## config.mk

```make
export PLATFORM = sky130hd
export DESIGN_NAME = pmh_top
export DESIGN_NICKNAME = d
export VERILOG_FILES = /design/src/rtl/pmh_pkg.sv /design/src/rtl/pmh_top.sv
export VERILOG_INCLUDE_DIRS = /design/src /design/src/rtl
export SDC_FILE = /design/constraint.sdc
export NUM_CORES = 1
export LEC_CHECK = 0
export BUFFER_PORTS_ARGS = -buffer_cell sky130_fd_sc_hd__clkbuf_2
export CAP_MARGIN = 20
export CORE_UTILIZATION = 53
export DETAILED_ROUTE_END_ITERATION = 6
export PLACE_DENSITY = 0.79
export SYNTH_ARGS = -nofsm -noshare
export SYNTH_HDL_FRONTEND = slang
export SYNTH_SLANG_ARGS = --single-unit
```

## constraint.sdc

```tcl
create_clock -name aclk -period 2.7 [get_ports aclk]
set_clock_uncertainty 0.15 [all_clocks]
set_input_delay 0 -clock aclk [delete_from_list [all_inputs] [get_ports aclk]]
set_output_delay 0 -clock aclk [all_outputs]
set_load 0.03 [all_outputs]
```

## src/rtl/pmh_cfg.svh

```systemverilog
`ifndef PMH_CFG_SVH
`define PMH_CFG_SVH
// Register byte offsets
`define PMH_OFF_CTRL        8'h00
`define PMH_OFF_THRESH      8'h04
`define PMH_OFF_STATUS      8'h08
// Control register fields
`define PMH_CTRL_FORCE_BIT  0
`define PMH_CTRL_HIBERNATE_READY_FLAG_BIT  1
`define PMH_CTRL_MODE_BIT   2
`define PMH_CTRL_UNMASK_BIT 3
// Reset values
`define PMH_THRESH_RST      4'h7
`define PMH_MODE_RST        1'b1
`define PMH_UNMASK_RST      1'b0
// Synchroniser reset image: bit 0 is the active-low button
`define PMH_SYNC_RST        8'h01
// Timing: clock period in ns, ms time base, sequence delays in ms
`define PMH_CLK_PERIOD_NS   4
`define PMH_MS_NS           1000000
`define PMH_MS_CYCLES       (`PMH_MS_NS / `PMH_CLK_PERIOD_NS)
`define PMH_REG1_DELAY_MS   16'h0002
`define PMH_REG2_DELAY_MS   16'h0004
`define PMH_RST_TIMEOUT_MS  64
// AXI responses
`define PMH_RESP_OKAY       2'h0
`define PMH_RESP_DECERR     2'h3
`endif

```

## src/rtl/pmh_pkg.sv

```systemverilog
`default_nettype none
package pmh_pkg;
  // Power sequencer states
  typedef enum logic [1:0] {
    PMH_OFF,
    PMH_WAIT_PG,
    PMH_TIMING,
    PMH_ON
  } pmh_state_t;
endpackage
`default_nettype wire

```

## src/rtl/pmh_top.sv

```systemverilog
// What this block does
// - With force-on set, releasing enable and hold leaves only regulator 1 on.
// - Pressing the push-button enables regulator 3 and starts wake; regulator 1 follows 2 ms after its power-good.
// - Regulator 3 power-good during wake starts the reset timer; processor reset is already low.
// - Regulator 2 turns on after regulator 3 is power-good for 4 ms.
// - Processor reset releases when the reset timer period has elapsed.
// - After button interrupt host drops enable and hold; device turns all off.
// - Each delay T lies between 88% of T minus 1 ms and 112% of T.
// - Device answers every address; offsets other than 0x00, 0x04 and 0x08 get a DECERR response.
// - Register writes move as single bytes; status reads also return the regulator enables in bits 14:8.
// - Four-bit threshold code selects 2.3 V to 3.8 V in 0.1 V steps.
// - Threshold code resets to the 3.0 V setting.
// - Low status sets below threshold, clears only about 200 mV above it.
// - No power-up until supply reaches threshold plus hysteresis.
// - Monitor mode 1 with unmasked interrupt asserts interrupt on supply drop.
// - Supply interrupt clears after supply recovers and status was read.
// - Monitor mode 0 shuts all regulators off at once on supply drop.
// - Over-temperature disables all regulators until about 20 C cooler.
// - Button status output pulls low while the push-button is held.
// - Enable drives regulators 4 to 7; hold and button drive 1 to 3.
// - Interrupt output is open-drain, low while an unmasked event pends.
`include "pmh_cfg.svh"
`default_nettype none
module pmh_top
  import pmh_pkg::*;
#(
  parameter int ADDR_W      = 8,
  parameter int MS_CYCLES   = `PMH_MS_CYCLES,
  parameter int RST_TICKS   = `PMH_RST_TIMEOUT_MS
) (
  input  wire logic              aclk,
  input  wire logic              aresetn,
  // AXI4-Lite slave
  input  wire logic [ADDR_W-1:0] s_axi_awaddr,
  input  wire logic              s_axi_awvalid,
  output logic                   s_axi_awready,
  input  wire logic [31:0]       s_axi_wdata,
  input  wire logic [3:0]        s_axi_wstrb,
  input  wire logic              s_axi_wvalid,
  output logic                   s_axi_wready,
  output logic [1:0]             s_axi_bresp,
  output logic                   s_axi_bvalid,
  input  wire logic              s_axi_bready,
  input  wire logic [ADDR_W-1:0] s_axi_araddr,
  input  wire logic              s_axi_arvalid,
  output logic                   s_axi_arready,
  output logic [31:0]            s_axi_rdata,
  output logic [1:0]             s_axi_rresp,
  output logic                   s_axi_rvalid,
  input  wire logic              s_axi_rready,
  // Control pins
  input  wire logic              ldo_group_enable_in,
  input  wire logic              core_supply_hold_in,
  input  wire logic              push_button_in_n,
  input  wire logic              reg3_power_good_in,
  input  wire logic              supply_below_fall_in,
  input  wire logic              supply_above_rise_in,
  input  wire logic              over_temp_in,
  input  wire logic              temp_recovered_in,
  output logic [3:0]             supply_threshold_sel,
  output logic [6:0]             reg_enable,
  output logic                   cpu_reset_out_n_o,
  output logic                   cpu_reset_out_n_oe,
  output logic                   button_status_out_n_o,
  output logic                   button_status_out_n_oe,
  output logic                   interrupt_out_n_o,
  output logic                   interrupt_out_n_oe
);

  // Saturating increment, used by the millisecond counter ms_r
  function automatic logic [15:0] sat_inc(input logic [15:0] v);
    sat_inc = (v == 16'hffff) ? v : v + 16'h0001;
  endfunction

  localparam logic [15:0] RST_TICKS_W = RST_TICKS[15:0];
  localparam logic [31:0] MS_LAST     = MS_CYCLES - 1;

  // Pin synchronisers
  logic [7:0] sync1_r;
  logic [7:0] sync2_r;
  always_ff @(posedge aclk) begin
    if (!aresetn) begin
      sync1_r <= `PMH_SYNC_RST;
      sync2_r <= `PMH_SYNC_RST;
    end else begin
      sync1_r <= {temp_recovered_in, over_temp_in, supply_above_rise_in,
                  supply_below_fall_in, reg3_power_good_in, core_supply_hold_in,
                  ldo_group_enable_in, push_button_in_n};
      sync2_r <= sync1_r;
    end
  end

  logic pb_pressed, en_s, hold_s, pg_s, below_s, above_s, hot_s, cool_s;
  assign pb_pressed = ~sync2_r[0];
  assign en_s       = sync2_r[1];
  assign hold_s     = sync2_r[2];
  assign pg_s       = sync2_r[3];
  assign below_s    = sync2_r[4];
  assign above_s    = sync2_r[5];
  assign hot_s      = sync2_r[6];
  assign cool_s     = sync2_r[7];

  // Software-visible control bits
  logic       force_on_r, hibernate_ready_flag_r, mode_r, unmask_r;
  logic [3:0] thresh_r;

  // Threshold code goes straight to the comparator reference
  assign supply_threshold_sel = thresh_r;

  // Supply low status with hysteresis; set beats clear
  logic supply_low_r;
  always_ff @(posedge aclk) begin
    if (!aresetn)
      supply_low_r <= 1'b0;
    else if (below_s)
      supply_low_r <= 1'b1;
    else if (above_s)
      supply_low_r <= 1'b0;
  end

  // Power-up permission needs the rising threshold; lockout revokes it
  logic power_ok_r;
  always_ff @(posedge aclk) begin
    if (!aresetn)
      power_ok_r <= 1'b0;
    else if (above_s && !below_s)
      power_ok_r <= 1'b1;
    else if (supply_low_r && !mode_r)
      power_ok_r <= 1'b0;
  end

  // Thermal lock holds until the cool-down indication arrives
  logic thermal_lock_r;
  always_ff @(posedge aclk) begin
    if (!aresetn)
      thermal_lock_r <= 1'b0;
    else if (hot_s)
      thermal_lock_r <= 1'b1;
    else if (cool_s)
      thermal_lock_r <= 1'b0;
  end

  // Any of these forces every regulator off, force-on included
  logic fault;
  assign fault = thermal_lock_r | (supply_low_r & ~mode_r) | ~power_ok_r;

  // Sequencer
  pmh_state_t state_r;
  logic       keep_on;
  logic [31:0] pre_r;
  logic [15:0] ms_r;
  logic        ms_tick;
  assign keep_on = pb_pressed | hold_s | en_s;
  assign ms_tick = (pre_r == MS_LAST);

  always_ff @(posedge aclk) begin
    if (!aresetn)
      state_r <= PMH_OFF;
    else if (fault || (state_r != PMH_OFF && !keep_on))
      state_r <= PMH_OFF;
    else begin
      case (state_r)
        PMH_OFF:     if (pb_pressed) state_r <= PMH_WAIT_PG;
        PMH_WAIT_PG: if (pg_s) state_r <= PMH_TIMING;
        PMH_TIMING:  if (pg_s && ms_r >= RST_TICKS_W) state_r <= PMH_ON;
        PMH_ON:      state_r <= PMH_ON;
        default:     state_r <= PMH_OFF;
      endcase
    end
  end

  // Millisecond base restarts at power-good so delays are exact, not early
  always_ff @(posedge aclk) begin
    if (!aresetn || state_r == PMH_OFF || state_r == PMH_WAIT_PG) begin
      pre_r <= 32'h0;
      ms_r  <= 16'h0;
    end else begin
      pre_r <= ms_tick ? 32'h0 : pre_r + 32'h1;
      if (ms_tick)
        ms_r <= sat_inc(ms_r);
    end
  end

  // Regulator enables, index 0 is regulator 1
  logic active, timing;
  assign active = (state_r != PMH_OFF);
  assign timing = (state_r == PMH_TIMING) || (state_r == PMH_ON);

  always_ff @(posedge aclk) begin
    if (!aresetn)
      reg_enable <= 7'h00;
    else begin
      reg_enable[0]   <= !fault && (force_on_r ||
                         (timing && ms_r >= `PMH_REG1_DELAY_MS));
      reg_enable[1]   <= !fault && timing && ms_r >= `PMH_REG2_DELAY_MS;
      reg_enable[2]   <= !fault && active;
      reg_enable[6:3] <= {4{!fault && active && en_s}};
    end
  end

  // Processor reset held low until the time-out after power-good
  logic cpu_rst_r;
  always_ff @(posedge aclk) begin
    if (!aresetn)
      cpu_rst_r <= 1'b1;
    else
      cpu_rst_r <= (state_r != PMH_ON);
  end
  assign cpu_reset_out_n_o  = 1'b0;
  assign cpu_reset_out_n_oe = cpu_rst_r;

  // Button status follows the synchronised button
  logic pb_stat_r;
  always_ff @(posedge aclk) begin
    if (!aresetn)
      pb_stat_r <= 1'b0;
    else
      pb_stat_r <= pb_pressed;
  end
  assign button_status_out_n_o  = 1'b0;
  assign button_status_out_n_oe = pb_stat_r;

  // Register access decode
  logic [ADDR_W-1:0] awaddr_r;
  logic [31:0]       wdata_r;
  logic [3:0]        wstrb_r;
  logic              aw_got_r, w_got_r;
  logic              do_write, rd_status;
  assign do_write = aw_got_r && w_got_r && !s_axi_bvalid;

  function automatic logic hit(input logic [ADDR_W-1:0] a, input logic [7:0] off);
    hit = (a == off[ADDR_W-1:0]);
  endfunction

  // Supply interrupt: set on drop, clear after recovery and a status read
  logic irq_r, status_read_r;
  always_ff @(posedge aclk) begin
    if (!aresetn) begin
      irq_r         <= 1'b0;
      status_read_r <= 1'b0;
    end else if (mode_r && below_s && !supply_low_r) begin
      irq_r         <= 1'b1;
      status_read_r <= 1'b0;
    end else begin
      if (rd_status && irq_r)
        status_read_r <= 1'b1;
      if (irq_r && status_read_r && !supply_low_r) begin
        irq_r         <= 1'b0;
        status_read_r <= 1'b0;
      end
    end
  end
  assign interrupt_out_n_o  = 1'b0;
  assign interrupt_out_n_oe = irq_r & unmask_r;

  // Control and threshold registers, low byte only
  always_ff @(posedge aclk) begin
    if (!aresetn) begin
      force_on_r <= 1'b0;
      hibernate_ready_flag_r    <= 1'b0;
      mode_r     <= `PMH_MODE_RST;
      unmask_r   <= `PMH_UNMASK_RST;
      thresh_r   <= `PMH_THRESH_RST;
    end else if (do_write && wstrb_r[0]) begin
      if (hit(awaddr_r, `PMH_OFF_CTRL)) begin
        force_on_r <= wdata_r[`PMH_CTRL_FORCE_BIT];
        hibernate_ready_flag_r    <= wdata_r[`PMH_CTRL_HIBERNATE_READY_FLAG_BIT];
        mode_r     <= wdata_r[`PMH_CTRL_MODE_BIT];
        unmask_r   <= wdata_r[`PMH_CTRL_UNMASK_BIT];
      end
      if (hit(awaddr_r, `PMH_OFF_THRESH))
        thresh_r <= wdata_r[3:0];
    end
  end

  // Write channels are taken independently; response after both
  assign s_axi_awready = !aw_got_r && !s_axi_bvalid;
  assign s_axi_wready  = !w_got_r && !s_axi_bvalid;
  always_ff @(posedge aclk) begin
    if (!aresetn) begin
      aw_got_r     <= 1'b0;
      w_got_r      <= 1'b0;
      awaddr_r     <= '0;
      wdata_r      <= 32'h0;
      wstrb_r      <= 4'h0;
      s_axi_bvalid <= 1'b0;
      s_axi_bresp  <= `PMH_RESP_OKAY;
    end else begin
      if (s_axi_awvalid && s_axi_awready) begin
        aw_got_r <= 1'b1;
        awaddr_r <= s_axi_awaddr;
      end
      if (s_axi_wvalid && s_axi_wready) begin
        w_got_r <= 1'b1;
        wdata_r <= s_axi_wdata;
        wstrb_r <= s_axi_wstrb;
      end
      if (do_write) begin
        aw_got_r     <= 1'b0;
        w_got_r      <= 1'b0;
        s_axi_bvalid <= 1'b1;
        s_axi_bresp  <= (hit(awaddr_r, `PMH_OFF_CTRL) || hit(awaddr_r, `PMH_OFF_THRESH) ||
                         hit(awaddr_r, `PMH_OFF_STATUS)) ? `PMH_RESP_OKAY : `PMH_RESP_DECERR;
      end else if (s_axi_bvalid && s_axi_bready)
        s_axi_bvalid <= 1'b0;
    end
  end

  // Read channel: one cycle from address to data
  logic [7:0] rd_byte;
  assign s_axi_arready = !s_axi_rvalid;
  assign rd_status     = s_axi_arvalid && s_axi_arready && hit(s_axi_araddr, `PMH_OFF_STATUS);
  always_comb begin
    rd_byte = 8'h00;
    if (hit(s_axi_araddr, `PMH_OFF_CTRL))
      rd_byte = {4'h0, unmask_r, mode_r, hibernate_ready_flag_r, force_on_r};
    else if (hit(s_axi_araddr, `PMH_OFF_THRESH))
      rd_byte = {4'h0, thresh_r};
    else if (hit(s_axi_araddr, `PMH_OFF_STATUS))
      rd_byte = {1'b0, pb_stat_r, cpu_rst_r, pg_s, thermal_lock_r, power_ok_r,
                 irq_r, supply_low_r};
  end

  always_ff @(posedge aclk) begin
    if (!aresetn) begin
      s_axi_rvalid <= 1'b0;
      s_axi_rdata  <= 32'h0;
      s_axi_rresp  <= `PMH_RESP_OKAY;
    end else if (s_axi_arvalid && s_axi_arready) begin
      s_axi_rvalid <= 1'b1;
      s_axi_rdata  <= hit(s_axi_araddr, `PMH_OFF_STATUS) ?
                      {17'h0, reg_enable, rd_byte} : {24'h0, rd_byte};
      s_axi_rresp  <= (hit(s_axi_araddr, `PMH_OFF_CTRL) || hit(s_axi_araddr, `PMH_OFF_THRESH)
                       || hit(s_axi_araddr, `PMH_OFF_STATUS)) ? `PMH_RESP_OKAY
                      : `PMH_RESP_DECERR;
    end else if (s_axi_rvalid && s_axi_rready)
      s_axi_rvalid <= 1'b0;
  end

endmodule
`default_nettype wire

```

==> flow_summary.json <==
{
  "port-buffer-count": 72,
  "synth-seq-area-share": 0.457,
  "ys_types": 47,
  "p_clk_frac": 0.537,
  "synth-seq-cells": 115,
  "power_frac_seq": 0.392,
  "relSlewSlack": 0.548,
  "path_buf_inv": 2,
  "syn-cell-area_mm2": 0.00503,
  "postCtsSetupBuffers": 0,
  "grt_overflow_total": 0,
  "hold_path_class": "in2reg",
  "viasPerCell": 5.41,
  "hpwlAfterDp_mm": 7.04,
  "worstPathMaxFanout": 6,
  "period_needed_ns": 2.61,
  "hold_viol_final": 0,
  "status": "finished, final reports clean",
  "critical_path.cell_chain": "nor2_1, and2_2, mux2i_1, dlygate4sd3_1, nor2b_1, dlygate4sd3_1",
  "critPathLaunchType": "register",
  "drt_iter0_drc": 231,
  "cp.required_ns": 2.95,
  "power_leakage_nw": 2.77,
  "track_usage": 0.281,
  "totalWireLength_mm": 13.4,
  "die_area_mm2": 0.00989,
  "holdPathStages": 4,
  "rows": 35,
  "period_share": 0.967,
  "drc": 0,
  "reg2reg_to": "wdata_r[3]",
  "setup_viol": 0,
  "cp_slowest_cell": "dlygate4sd3_1",
  "grt_pass1_wl_mm": 21.3,
  "antenna_found_initial": 0,
  "gp_congestion": 0.810,
  "utilization": 0.727,
  "cts_htree_levels": 4,
  "crit_family": "buffers and inverters",
  "cts.root.buffer_cell": "clkbuf_8",
  "cts_tree": "built",
  "crit_path_frequent_cell": "dlygate4sd3_1",
  "cts_buffer_depth": 2,
  "power.density_mw_per_mm2": 670,
  "ir_drop_v": 0.000549,
  "avgRoutedWirePerCell_um": 16.0,
  "p_sw_frac": 0.242,
  "rr_worst_depth": 6,
  "reg2reg_slack_ns": 0.09,
  "cp.depth": 6,
  "reg2reg_from": "s_axi_bvalid",
  "hp-start": "s_axi_rready",
  "antenna_left": 0,
  "tightest_slew_ns": 0.678,
  "p_int_mw": 3.41,
  "die_height_um": 99.4,
  "endpoint_kind": "register",
  "insertion_delay_ns": 0.53,
  "maxCapViolations": 0,
  "grt_pass1_vias": 4522,
  "drive_above_1_share": 0.180,
  "clkSinkCount": 115,
  "coreArea_mm2": 0.00924,
  "first_pass_iters": 5,
  "clkTransAtPathRegs_ns": 0.07,
  "vias": 4515,
  "yosys_warnings": 0,
  "synthCells": 555,
  "grt_max_degree": 62,
  "placed_area_mm2": 0.00536,
  "worst_path_largest_cell_delay_ns": 0.64,
  "worstPathArrival_ns": 2.86,
  "area_growth_pct": 33.5,
  "pwr-share-comb": 0.072,
  "syn_area_per_cell_um2": 9.07,
  "final_max_slew_viol_count": 0,
  "cts_buffers": 17,
  "path_class": "reg2reg",
  "max_freq_mhz": 383,
  "finalInstanceArea_mm2": 0.00672,
  "switching_power_mw": 1.09,
  "start_util": 0.545,
  "diodes": 0,
  "io_pins": 125,
  "final_nets": 762,
  "finalPower_mw": 4.50,
  "dieWidth_um": 99.4,
  "holdPathEnd": "s_axi_rvalid"
}
power groups by stage:
stage	clock (mW)	combinational, mW	sequential, mW
floorplan	0	0.169	1.80
global placement	0	0.201	1.79
detailed placement	0	0.205	1.79
CTS	2.40	0.298	1.76
global route	2.50	0.345	1.76
finish	2.42	0.324	1.76
layout by cell type, fill, tap and decap left out, types with 11 or more instances in the layout:
| cell | synthesis | routed |
|---|---|---|
| inv_1 | 12 | 12 |
| mux2i_1 | 22 | 22 |
| and2_1 | 23 | 21 |
| nor2_1 | 62 | 61 |
| nand4_1 | 18 | 18 |
| dfxtp_1 | 115 | 115 |
| dlygate4sd3_1 | 0 | 71 |
| clkbuf_16 | 0 | 16 |
| nand3_1 | 17 | 17 |
| nor2b_1 | 26 | 26 |
| a22oi_1 | 11 | 11 |
| nand2_1 | 60 | 60 |
| o21ai_0 | 11 | 11 |
| clkbuf_2 | 0 | 72 |
| xor2_1 | 21 | 21 |
| conb_1 | 1 | 21 |
logic make-up after synthesis:
logic type	count (synthesis)	share of synthesized area
simple gates	256	0.272
flops	115	0.457
compound gates	65	0.0940
buf+inv	62	0.0704
xor+xnor	31	0.0540
mux	22	0.0438
fa+ha+maj	3	0.00746
other cells	1	0.000745
tightest hold or removal path: cells and delay by family:
kind | cells | cell delay, ns
AOI/OAI and AO/OA | 1 | 0.09
buffers and inverters | 2 | 0.62
and+or+nand+nor | 1 | 0.04
synthesized netlist by cell type, drive strengths merged:
library cell    n  share of area
a41oi           1         0.0017
o21ai          12          0.012
o21a            3         0.0045
and3           10          0.012
nor2           62          0.046
and4            5         0.0087
xor2           21          0.037
o31ai           1         0.0015
a21boi         10          0.015
nand2b          6         0.0075
or3b            1         0.0017
a211oi          1         0.0015
conb            1        0.00075
a311oi          3         0.0087
buf            32          0.048
nor3            8         0.0080
dfxtp         115           0.46
ha              3         0.0075
and2           23          0.029
a31o            5         0.0087
and4b           1         0.0020
xnor2          10          0.017
nor3b           1         0.0015
nand2          60          0.045
a22oi          11          0.016
inv            12         0.0090
o211a           1         0.0020
a31oi           5         0.0062
nand3          17          0.017
nor4           13          0.026
clkbuf         18          0.013
nand4          19          0.025
or4             1         0.0015
a41o            4         0.0080
a21oi           8         0.0080
nor2b          26          0.032
nor4b           3         0.0094
mux2i          22          0.044
routing by layer:
metal,track usage,wire length (um),vias to the layer above
li1,-,-,2143
met1,0.287,4960,2146
met2,0.524,7190,172
met3,0.0710,632,54
met4,0.154,586,0
met5,0,0,-
what timing repair did:
action | 4_1_cts | 5_1_grt
hold endpoints to repair | 61 | 0
hold buffers | 71 | 0
setup endpoints to repair | 0 | 10
resized for setup | 0 | 5
worst max-delay path by stage:
| stage | slack, ns | endpoint | startpoint |
|---|---|---|---|
| after floorplan | 0.71 | ms_r[1] | ms_r[0] |
| after global placement | 0.51 | ms_r[11] | pre_r[26] |
| after detailed placement | 0.46 | ms_r[9] | pre_r[26] |
| after CTS | 0.08 | s_axi_rdata[3] | s_axi_araddr[0] |
| after global routing | -0.008 | s_axi_rdata[3] | s_axi_araddr[0] |
| final | 0.09 | wdata_r[3] | s_axi_bvalid |
registers in the layout, indices dropped and copies added (netlist names), 2 cells and up:
register / cells
state_r: 2
awaddr_r: 8
s_axi_rdata: 11
reg_enable: 4
sync2_r: 8
pre_r: 32
wdata_r: 4
ms_r: 16
sync1_r: 8
supply_threshold_sel: 4
layout make-up:
| type | instances | area, um2 |
|---|---|---|
| inverter | 12 | 45.0 |
| multi-input combinational | 398 | 2470 |
| timing repair buffer | 148 | 1110 |
| fill | 595 | 2520 |
| sequential | 115 | 2300 |
| clock inverter | 15 | 218 |
| tap | 129 | 161 |
| clock buffer | 17 | 414 |
stage by stage:
stage / hold WS [ns] / setup TNS [ns] / setup WS (ns) / instances
after floorplan: -0.0485 / 0 / 0.713 / 575
after global placement: 0.0346 / 0 / 0.508 / 731
after detailed placement: 0.0327 / 0 / 0.457 / 731
after CTS: 0.123 / 0 / 0.0804 / 834
after global routing: 0.170 / -0.00810 / -0.00810 / 834
final: 0.141 / 0 / 0.0892 / 834
(Power assumes the default switching activity.)
